## src/otfs_pkg.sv

```systemverilog
package otfs_pkg;

	// Register bus geometry.
	localparam int OTFS_AW = 8;
	localparam int OTFS_DW = 32;

	// Register byte offsets.
	localparam logic [7:0] OTFS_ADDR_RELAY_SEL = 8'h00;
	localparam logic [7:0] OTFS_ADDR_AUX_SEL = 8'h04;
	localparam logic [7:0] OTFS_ADDR_TRIP_MODE = 8'h08;
	localparam logic [7:0] OTFS_ADDR_FAN_POLICY = 8'h0c;
	localparam logic [7:0] OTFS_ADDR_DET_FREQ = 8'h10;
	localparam logic [7:0] OTFS_ADDR_DET_BAND = 8'h14;
	localparam logic [7:0] OTFS_ADDR_SUPPLY_LEVEL = 8'h18;
	localparam logic [7:0] OTFS_ADDR_LIVE = 8'h1c;
	localparam logic [7:0] OTFS_ADDR_IRQ_STATUS = 8'h20;
	localparam logic [7:0] OTFS_ADDR_IRQ_CLEAR = 8'h24;
	localparam logic [7:0] OTFS_ADDR_IRQ_ENABLE = 8'h28;

	// Field widths.
	localparam int OTFS_SEL_W = 5;
	localparam int OTFS_MODE_W = 3;
	localparam int OTFS_FREQ_W = 16;
	localparam int OTFS_VOLT_W = 10;
	localparam int OTFS_NUM_CODES = 20;
	localparam int OTFS_IRQ_W = 4;

	// Selection codes.
	localparam logic [4:0] OTFS_CODE_FDT5 = 5'h04;
	localparam logic [4:0] OTFS_CODE_OVERLOAD = 5'h05;
	localparam logic [4:0] OTFS_CODE_DRV_OVERLOAD = 5'h06;
	localparam logic [4:0] OTFS_CODE_STALL = 5'h07;
	localparam logic [4:0] OTFS_CODE_OV_TRIP = 5'h08;
	localparam logic [4:0] OTFS_CODE_UV_TRIP = 5'h09;
	localparam logic [4:0] OTFS_CODE_OVERHEAT = 5'h0a;
	localparam logic [4:0] OTFS_CODE_LOST_CMD = 5'h0b;
	localparam logic [4:0] OTFS_CODE_RUN = 5'h0c;
	localparam logic [4:0] OTFS_CODE_STOP = 5'h0d;
	localparam logic [4:0] OTFS_CODE_STEADY = 5'h0e;
	localparam logic [4:0] OTFS_CODE_SPEED_SEARCH = 5'h0f;
	localparam logic [4:0] OTFS_CODE_READY = 5'h10;
	localparam logic [4:0] OTFS_CODE_TRIP = 5'h11;
	localparam logic [4:0] OTFS_CODE_FAN_WARN = 5'h12;
	localparam logic [4:0] OTFS_CODE_BRAKE = 5'h13;

	// Mode values.
	localparam logic [2:0] OTFS_TRIP_NO_UV = 3'h2;
	localparam logic OTFS_FAN_CONTINUE = 1'b0;

	// Fixed level: overvoltage trip threshold in volts.
	localparam logic [9:0] OTFS_OV_LEVEL = 10'h19a;

	// Reset values.
	localparam logic [4:0] OTFS_RST_SEL = 5'h11;
	localparam logic [2:0] OTFS_RST_TRIP_MODE = 3'h0;
	localparam logic OTFS_RST_FAN_POLICY = 1'b1;
	localparam logic [15:0] OTFS_RST_DET_FREQ = 16'h0bb8;
	localparam logic [15:0] OTFS_RST_DET_BAND = 16'h03e8;
	localparam logic [9:0] OTFS_RST_UV_LEVEL = 10'h0aa;
	localparam logic [3:0] OTFS_RST_IRQ_EN = 4'h0;

	// Internal status flags arriving from the drive.
	typedef struct packed {
		logic ov_trip;
		logic uv_trip;
		logic heatsink_overheat;
		logic run_cmd;
		logic output_active;
		logic running;
		logic accel;
		logic decel;
		logic ready;
		logic trip_any;
		logic fan_fault;
		logic brake_set;
		logic comm_lost;
		logic analog_in_5v_lost;
		logic analog_in_10v_lost;
		logic analog_in_current_lost;
		logic motor_overload;
		logic drive_overload;
		logic stall;
		logic speed_search;
	} otfs_flags_t;

	// Picks the condition that a selection code names; unused codes give zero.
	function automatic logic otfs_pick(input logic [19:0] vec, input logic [4:0] code);
		logic r;
		r = 1'b0;
		if (code < 5'(OTFS_NUM_CODES)) begin
			r = vec[code];
		end
		return r;
	endfunction

endpackage

```

## src/otfs_top.sv

```systemverilog
`timescale 1ns/1ps
module otfs_top (
	input wire logic i_clk,
	input wire logic i_rst_n,
	input wire logic [otfs_pkg::OTFS_AW-1:0] i_addr,
	input wire logic [otfs_pkg::OTFS_DW-1:0] i_wr_data,
	input wire logic i_wr,
	input wire logic i_rd,
	output logic [otfs_pkg::OTFS_DW-1:0] o_rd_data,
	input wire otfs_pkg::otfs_flags_t i_flags,
	input wire logic [otfs_pkg::OTFS_VOLT_W-1:0] i_dc_bus_volts,
	input wire logic [otfs_pkg::OTFS_FREQ_W-1:0] i_out_freq,
	input wire logic i_ext_io,
	output logic o_fan_stop_req,
	output logic o_relay,
	output logic o_aux,
	output logic o_irq
);
	import otfs_pkg::*;

	// Configuration registers and the interrupt status.
	logic [OTFS_SEL_W-1:0] relay_function_select;
	logic [OTFS_SEL_W-1:0] aux_output_function_select;
	logic [OTFS_MODE_W-1:0] trip_indication_mode;
	logic fan_fault_policy;
	logic [OTFS_FREQ_W-1:0] detect_freq_setting;
	logic [OTFS_FREQ_W-1:0] detect_band_setting;
	logic [OTFS_VOLT_W-1:0] supply_level_setting;
	logic [OTFS_IRQ_W-1:0] irq_status;
	logic [OTFS_IRQ_W-1:0] irq_enable;

	// Option strap, caught once after reset release.
	logic ext_io;
	logic ext_io_taken;

	// Frequency detection state: high once the output has reached the detect frequency.
	logic freq_reached;

	// Decoded register accesses.
	wire logic wr_relay;
	wire logic wr_aux;
	wire logic wr_mode;
	wire logic wr_fan;
	wire logic wr_freq;
	wire logic wr_band;
	wire logic wr_level;
	wire logic wr_clear;
	wire logic wr_enable;
	assign wr_relay = i_wr && (i_addr == OTFS_ADDR_RELAY_SEL);
	assign wr_aux = i_wr && (i_addr == OTFS_ADDR_AUX_SEL);
	assign wr_mode = i_wr && (i_addr == OTFS_ADDR_TRIP_MODE);
	assign wr_fan = i_wr && (i_addr == OTFS_ADDR_FAN_POLICY);
	assign wr_freq = i_wr && (i_addr == OTFS_ADDR_DET_FREQ);
	assign wr_band = i_wr && (i_addr == OTFS_ADDR_DET_BAND);
	assign wr_level = i_wr && (i_addr == OTFS_ADDR_SUPPLY_LEVEL);
	assign wr_clear = i_wr && (i_addr == OTFS_ADDR_IRQ_CLEAR);
	assign wr_enable = i_wr && (i_addr == OTFS_ADDR_IRQ_ENABLE);

	// Condition terms for each selection code.
	wire logic cond_ov;
	wire logic cond_uv;
	wire logic cond_lost;
	wire logic cond_run;
	wire logic cond_stop;
	wire logic cond_steady;
	wire logic cond_trip;
	wire logic cond_fan;
	wire logic cond_fdt5;
	wire logic [OTFS_FREQ_W-1:0] half_band;
	wire logic [OTFS_FREQ_W-1:0] low_edge;
	assign cond_ov = i_flags.ov_trip && (i_dc_bus_volts > OTFS_OV_LEVEL);
	assign cond_uv = i_flags.uv_trip && (i_dc_bus_volts < supply_level_setting);
	assign cond_lost = i_flags.comm_lost | i_flags.analog_in_5v_lost | i_flags.analog_in_10v_lost
		| (ext_io & i_flags.analog_in_current_lost);
	assign cond_run = i_flags.run_cmd & i_flags.output_active;
	assign cond_stop = ~i_flags.running;
	assign cond_steady = i_flags.running & ~i_flags.accel & ~i_flags.decel;
	assign cond_trip = (trip_indication_mode == OTFS_TRIP_NO_UV) ?
		(i_flags.trip_any & ~i_flags.uv_trip) : i_flags.trip_any;
	assign cond_fan = i_flags.fan_fault && (fan_fault_policy == OTFS_FAN_CONTINUE);
	assign cond_fdt5 = ~freq_reached;
	assign half_band = {1'b0, detect_band_setting[OTFS_FREQ_W-1:1]};
	assign low_edge = (detect_freq_setting > half_band) ? (detect_freq_setting - half_band) : '0;

	// Condition vector indexed by selection code; unlisted codes stay low.
	wire logic [OTFS_NUM_CODES-1:0] cond_vec;
	assign cond_vec[3:0] = 4'h0;
	assign cond_vec[OTFS_CODE_FDT5] = cond_fdt5;
	assign cond_vec[OTFS_CODE_OVERLOAD] = i_flags.motor_overload;
	assign cond_vec[OTFS_CODE_DRV_OVERLOAD] = i_flags.drive_overload;
	assign cond_vec[OTFS_CODE_STALL] = i_flags.stall;
	assign cond_vec[OTFS_CODE_OV_TRIP] = cond_ov;
	assign cond_vec[OTFS_CODE_UV_TRIP] = cond_uv;
	assign cond_vec[OTFS_CODE_OVERHEAT] = i_flags.heatsink_overheat;
	assign cond_vec[OTFS_CODE_LOST_CMD] = cond_lost;
	assign cond_vec[OTFS_CODE_RUN] = cond_run;
	assign cond_vec[OTFS_CODE_STOP] = cond_stop;
	assign cond_vec[OTFS_CODE_STEADY] = cond_steady;
	assign cond_vec[OTFS_CODE_SPEED_SEARCH] = i_flags.speed_search;
	assign cond_vec[OTFS_CODE_READY] = i_flags.ready;
	assign cond_vec[OTFS_CODE_TRIP] = cond_trip;
	assign cond_vec[OTFS_CODE_FAN_WARN] = cond_fan;
	assign cond_vec[OTFS_CODE_BRAKE] = i_flags.brake_set;

	// One selector per terminal, each with its own code.
	wire logic relay_rise;
	wire logic aux_rise;
	otfs_sel u_relay (
		.i_clk(i_clk),
		.i_rst_n(i_rst_n),
		.i_code(relay_function_select),
		.i_cond(cond_vec),
		.o_out(o_relay),
		.o_rise(relay_rise)
	);
	otfs_sel u_aux (
		.i_clk(i_clk),
		.i_rst_n(i_rst_n),
		.i_code(aux_output_function_select),
		.i_cond(cond_vec),
		.o_out(o_aux),
		.o_rise(aux_rise)
	);

	// Events: relay rise, output 2 rise, lost command, fan fault.
	logic lost_q;
	logic fan_q;
	wire logic [OTFS_IRQ_W-1:0] irq_events;
	wire logic [OTFS_IRQ_W-1:0] next_irq_status;
	assign irq_events = {i_flags.fan_fault & ~fan_q, cond_lost & ~lost_q, aux_rise, relay_rise};
	assign next_irq_status = irq_events
		| (irq_status & ~(wr_clear ? i_wr_data[OTFS_IRQ_W-1:0] : 4'h0));

	// Read data selection; unmapped and write-only addresses read zero.
	wire logic [OTFS_DW-1:0] live_word;
	wire logic [OTFS_DW-1:0] rd_word;
	assign live_word = {8'h00, ext_io, freq_reached, o_aux, o_relay, cond_vec};
	assign rd_word = (i_addr == OTFS_ADDR_RELAY_SEL) ? {27'h0, relay_function_select} :
		(i_addr == OTFS_ADDR_AUX_SEL) ? {27'h0, aux_output_function_select} :
		(i_addr == OTFS_ADDR_TRIP_MODE) ? {29'h0, trip_indication_mode} :
		(i_addr == OTFS_ADDR_FAN_POLICY) ? {31'h0, fan_fault_policy} :
		(i_addr == OTFS_ADDR_DET_FREQ) ? {16'h0, detect_freq_setting} :
		(i_addr == OTFS_ADDR_DET_BAND) ? {16'h0, detect_band_setting} :
		(i_addr == OTFS_ADDR_SUPPLY_LEVEL) ? {22'h0, supply_level_setting} :
		(i_addr == OTFS_ADDR_LIVE) ? live_word :
		(i_addr == OTFS_ADDR_IRQ_STATUS) ? {28'h0, irq_status} :
		(i_addr == OTFS_ADDR_IRQ_ENABLE) ? {28'h0, irq_enable} : 32'h0;

	// Selection and mode registers.
	always_ff @(posedge i_clk or negedge i_rst_n) begin
		if (!i_rst_n) begin
			relay_function_select <= OTFS_RST_SEL;
			aux_output_function_select <= OTFS_RST_SEL;
			trip_indication_mode <= OTFS_RST_TRIP_MODE;
			fan_fault_policy <= OTFS_RST_FAN_POLICY;
		end else begin
			if (wr_relay) begin
				relay_function_select <= i_wr_data[OTFS_SEL_W-1:0];
			end
			if (wr_aux) begin
				aux_output_function_select <= i_wr_data[OTFS_SEL_W-1:0];
			end
			if (wr_mode) begin
				trip_indication_mode <= i_wr_data[OTFS_MODE_W-1:0];
			end
			if (wr_fan) begin
				fan_fault_policy <= i_wr_data[0];
			end
		end
	end

	// Detection and supply level settings.
	always_ff @(posedge i_clk or negedge i_rst_n) begin
		if (!i_rst_n) begin
			detect_freq_setting <= OTFS_RST_DET_FREQ;
			detect_band_setting <= OTFS_RST_DET_BAND;
			supply_level_setting <= OTFS_RST_UV_LEVEL;
		end else begin
			if (wr_freq) begin
				detect_freq_setting <= i_wr_data[OTFS_FREQ_W-1:0];
			end
			if (wr_band) begin
				detect_band_setting <= i_wr_data[OTFS_FREQ_W-1:0];
			end
			if (wr_level) begin
				supply_level_setting <= i_wr_data[OTFS_VOLT_W-1:0];
			end
		end
	end

	// Hysteresis: reached at the detect frequency, released below it by half the band.
	always_ff @(posedge i_clk or negedge i_rst_n) begin
		if (!i_rst_n) begin
			freq_reached <= 1'b0;
		end else if (i_out_freq >= detect_freq_setting) begin
			freq_reached <= 1'b1;
		end else if (i_out_freq <= low_edge) begin
			freq_reached <= 1'b0;
		end
	end

	// Catches the extended I/O strap on the first edge after reset release.
	always_ff @(posedge i_clk or negedge i_rst_n) begin
		if (!i_rst_n) begin
			ext_io <= 1'b0;
			ext_io_taken <= 1'b0;
		end else if (!ext_io_taken) begin
			ext_io <= i_ext_io;
			ext_io_taken <= 1'b1;
		end
	end

	// Sticky interrupt status; a new event wins over a clear in the same cycle.
	always_ff @(posedge i_clk or negedge i_rst_n) begin
		if (!i_rst_n) begin
			irq_status <= '0;
			irq_enable <= OTFS_RST_IRQ_EN;
			lost_q <= 1'b0;
			fan_q <= 1'b0;
			o_irq <= 1'b0;
		end else begin
			irq_status <= next_irq_status;
			if (wr_enable) begin
				irq_enable <= i_wr_data[OTFS_IRQ_W-1:0];
			end
			lost_q <= cond_lost;
			fan_q <= i_flags.fan_fault;
			o_irq <= |(irq_status & irq_enable);
		end
	end

	// Fan fault stops the drive only under the stop policy.
	always_ff @(posedge i_clk or negedge i_rst_n) begin
		if (!i_rst_n) begin
			o_fan_stop_req <= 1'b0;
		end else begin
			o_fan_stop_req <= i_flags.fan_fault && (fan_fault_policy != OTFS_FAN_CONTINUE);
		end
	end

	// Read data stand only in the cycle after the read strobe.
	always_ff @(posedge i_clk or negedge i_rst_n) begin
		if (!i_rst_n) begin
			o_rd_data <= '0;
		end else begin
			o_rd_data <= i_rd ? rd_word : 32'h0;
		end
	end
endmodule

```

## src/otfs_sel.sv

```systemverilog
`timescale 1ns/1ps
module otfs_sel (
	input wire logic i_clk,
	input wire logic i_rst_n,
	input wire logic [otfs_pkg::OTFS_SEL_W-1:0] i_code,
	input wire logic [otfs_pkg::OTFS_NUM_CODES-1:0] i_cond,
	output logic o_out,
	output logic o_rise
);
	import otfs_pkg::*;

	wire logic next_out;

	// The selected condition drives the terminal.
	assign next_out = otfs_pick(i_cond, i_code);

	// Registered terminal level and a one-cycle pulse on its rising edge.
	always_ff @(posedge i_clk or negedge i_rst_n) begin
		if (!i_rst_n) begin
			o_out <= 1'b0;
			o_rise <= 1'b0;
		end else begin
			o_out <= next_out;
			o_rise <= next_out & ~o_out;
		end
	end
endmodule

```

## config.mk

```make
export PLATFORM = sky130hd
export DESIGN_NAME = otfs_top
export DESIGN_NICKNAME = d
export VERILOG_FILES = /design/src/otfs_pkg.sv /design/src/otfs_top.sv /design/src/otfs_sel.sv
export SDC_FILE = /design/constraint.sdc
export NUM_CORES = 1
export LEC_CHECK = 0
export BUFFER_PORTS_ARGS = -buffer_cell sky130_fd_sc_hd__buf_4
export CAP_MARGIN = 40
export CORE_MARGIN = 5
export CORE_UTILIZATION = 50
export DETAILED_ROUTE_END_ITERATION = 6
export HOLD_SLACK_MARGIN = 0.1
export PLACE_DENSITY = 0.82
export SYNTH_ARGS = -nofsm -noshare
export SYNTH_HDL_FRONTEND = slang
export SYNTH_HIERARCHICAL = 1
export SYNTH_SLANG_ARGS = --single-unit
```

## constraint.sdc

```tcl
create_clock -name i_clk -period 5.3 [get_ports i_clk]
set_input_delay 0.265 -clock i_clk [delete_from_list [all_inputs] [get_ports i_clk]]
set_output_delay 0.265 -clock i_clk [all_outputs]
set_load 0.01 [all_outputs]
```

==> results.py <==
metrics = {
    "yosys": {
        "synth_top_area_share": 0.298,
        "avgSynthCellArea_um2": 10.5,
        "synth_edf_count": 0,
        "syn-cell-area_um2": 6460,
        "synth_top_area_cell": "dfrtp_1",
        "synth.most_common_cell": "dfrtp_1",
        "synth-seq-cells": 99,
        "synth-main-ff-cell": "dfrtp_1",
        "synthCells": 618,
        "netlist_top_cells_count": "dfrtp_1, ha_1, inv_1, mux2_2, nand2_1",
        "yosysWarnings": 6,
        "seq_area_frac_synth": 0.388,
        "synth_area_leaders": "dfrtp_1, ha_1, mux2_2, dfstp_2, inv_1",
        "async_flop_share": 1.00,
        "synth_cell_type_count": 71,
    },
    "detailed_routing": {
        "antenna_left": 0,
        "drtPass1Iterations": 5,
        "drc": 0,
        "top_signal_layer_used": "met4",
        "wl_um": 18000,
        "dr_total_vias": 5349,
        "met3_wirelength_um": 1200,
        "vias_per_cell": 5.93,
        "detail_route.iter0.violations": 513,
        "wl_per_cell_um": 19.9,
        "route.met2.wl_um": 9270,
        "m1WireLength_um": 7190,
    },
    "final_layout": {
        "antennaDiodeCount": 0,
        "nets": 873,
        "syn_to_final_growth_pct": 18.6,
        "drive_gt1_frac": 0.285,
        "stdcell_area_um2": 7660,
    },
    "clock_network": {
        "clockRootBuffer": "clkbuf_16",
        "insertion_delay_ns": 0.35,
        "clk_pin_slew_ns": 0.06,
        "cts_made_buffers": 9,
        "cts_tree": "done",
        "post_cts_buffers": 0,
        "clockBufferDepth": 2,
        "cts_num_sinks": 99,
        "h-tree-depth": 3,
    },
    "place": {
        "port-buffer-count": 102,
        "finalWeightedCongestion": 0.902,
        "dp_hpwl_um": 14200,
        "place_area_um2": 7340,
    },
    "sta": {
        "hold_viol_final": 0,
        "min_period_over_period": 0.800,
        "slew_headroom": 0.382,
        "fin_skew_ns": 0.00819,
        "setup_viol": 0,
        "drv_slew": 0,
        "finalCriticalPeriod_ns": 4.24,
        "rsz0062_at_grt": "no",
        "tightest_slew_ns": 0.903,
        "fin_setup_tns_ns": 0,
        "clock.fmax_mhz": 236,
    },
    "global_route": {
        "gr-total-overflow": 0,
        "grt_usage": 0.236,
        "grt_pass1_wl_um": 27600,
        "grt_pass1_vias": 5448,
        "grt_max_degree": 53,
        "antenna_found_initial": 0,
    },
    "die": {
        "num_rows": 41,
        "die_area_um2": 15300,
        "pin_count": 127,
        "chipWidth_um": 124,
        "initial_utilization": 0.512,
        "core_um2": 12600,
        "die_y_um": 124,
    },
    "min_path": {
        "hp-start": "i_wr_data[14]",
        "hold_path_class": "in -> reg",
    },
    "critical_path": {
        "endpoint": "freq_reached$_DFFE_PN0P_",
        "cp.arrival_ns": 4.49,
        "startpoint": "detect_band_setting[7]$_DFFE_PN1P_",
        "rr_worst_depth": 15,
        "reg2reg_to": "freq_reached$_DFFE_PN0P_",
        "startpoint_type": "flop",
        "worst-path-max-fanout": 13,
        "r2r-start": "detect_band_setting[7]$_DFFE_PN1P_",
        "worstPathRequired_ns": 5.55,
        "reg2reg_setup_slack_ns": 1.06,
        "critPathCaptureType": "flop",
        "critPathKind": "reg -> reg",
        "path_cells": "inv_1, ha_1, nand4_1, a21oi_1, o211ai_1, nand3_1, a21o_1, o21ai_0, ha_1, nand3_1, nor3_1, nand4_1, or3b_2, a31o_2, o211ai_1",
        "slowest_delay_ns": 0.55,
        "slowest_stage": "dfstp_2",
    },
    "job": {
        "maxCapViolations": 0,
    },
    "status": {
        "status": "finished clean",
    },
    "pwr": {
        "power_density_nw_per_um2": 263,
        "vdd_ir_drop_max_mv": 0.163,
        "p_leak_nw": 3.49,
    },
}
## power breakdown
part	internal (W)	leakage, nW	switching (W)	total, W
logic	0.000241	2.10	0.000291	0.000532
clock network	0.000378	0.139	0.000274	0.000652
registers	0.000795	1.25	0.0000375	0.000833
## critical path: cells and delay by family, from the launching register on
kind	cells	cell delay [ns]
buffers and inverters	1	0.05
and+or+nand+nor	6	1.43
DFF	1	0.55
adders and majority gates	2	0.69
AOI/OAI and AO/OA	6	1.43
## metrics by stage
stage	cells	worst slack (ns)	util	hold slack, ns	total power (W)
2_1_floorplan	633	1.59	-	-0.0306	0.00119
3_5_place_dp	884	1.15	0.582	0.325	0.00137
3_3_place_gp	884	1.22	0.582	0.310	0.00134
4_1_cts	902	1.11	0.607	0.140	0.00202
5_1_grt	902	0.772	0.607	0.139	0.00212
6_report	902	1.06	0.607	0.145	0.00202
## placed cells by master, fill, tap and decap left out, types with 5 or more instances in the layout
| master | instances |
|---|---|
| buf_4 | 103 |
| dfrtp_1 | 77 |
| ha_1 | 56 |
| inv_1 | 53 |
| mux2_2 | 52 |
| nand2_1 | 45 |
| a21oi_1 | 33 |
| nor2_1 | 25 |
| o21ai_0 | 23 |
| dfstp_2 | 22 |
| nand3_1 | 18 |
| conb_1 | 17 |
| and2_1 | 14 |
| a22oi_1 | 13 |
| a21o_1 | 13 |
| mux2_1 | 10 |
| o21a_1 | 9 |
| clkbuf_16 | 9 |
| a222oi_1 | 8 |
| nor3_1 | 8 |
| o211ai_1 | 7 |
| mux2i_1 | 7 |
| nand2b_1 | 6 |
| nand4_1 | 6 |
| mux4_1 | 6 |
| and3_1 | 5 |
## layer usage
metal  vias to the layer above  track usage
met1                      2646        0.297
met4                         0       0.0561
li1                       2469            -
met3                        30       0.0490
met5                         -            0
met2                       204        0.414
## kinds of logic after synthesis
| family | after synthesis | synth area share |
|---|---|---|
| adder cells (fa/ha/maj) | 57 | 0.112 |
| AND/OR/NAND/NOR | 155 | 0.128 |
| multiplexers | 77 | 0.150 |
| buffers and inverters | 77 | 0.0560 |
| other | 2 | 0.00116 |
| XOR/XNOR | 7 | 0.00949 |
| AO/OA/AOI/OAI | 144 | 0.156 |
| flip-flops | 99 | 0.388 |
## flip-flops by register name, indices dropped and copies added, names as in the netlist, 3 cells and up
name,cells
aux_output_function_select,5
o_rd_data,24
supply_level_setting,10
relay_function_select,5
trip_indication_mode,3
irq_enable,4
irq_status,4
detect_freq_setting,16
detect_band_setting,16
## final cells by class
cell class | count | area [um^2]
well taps | 172 | 215
inverters | 53 | 199
repair buffers | 105 | 793
fillers | 1030 | 4960
multi-input cells | 457 | 3650
clock inverters | 4 | 50.0
flip-flops and latches | 99 | 2500
clock buffers | 12 | 246
## how the worst min path moves through the flow
stage          slack [ns]                                   endpoint  cells past startpoint
3_3_place_gp         0.31        supply_level_setting[0]$_DFFE_PN0P_                      1
4_1_cts              0.14        detect_freq_setting[10]$_DFFE_PN0P_                      2
3_5_place_dp         0.32        supply_level_setting[0]$_DFFE_PN0P_                      1
2_1_floorplan       -0.03  aux_output_function_select[1]$_DFFE_PN0P_                      0
6_report             0.14        detect_freq_setting[14]$_DFFE_PN0P_                      2
5_1_grt              0.14        detect_freq_setting[14]$_DFFE_PN0P_                      2
## repair_timing
action                                 CTS  global route
hold buffers                             2             0
endpoints found under the hold margin   35             0
resized for setup                        0             0
Power figures use the tool's default switching activity.
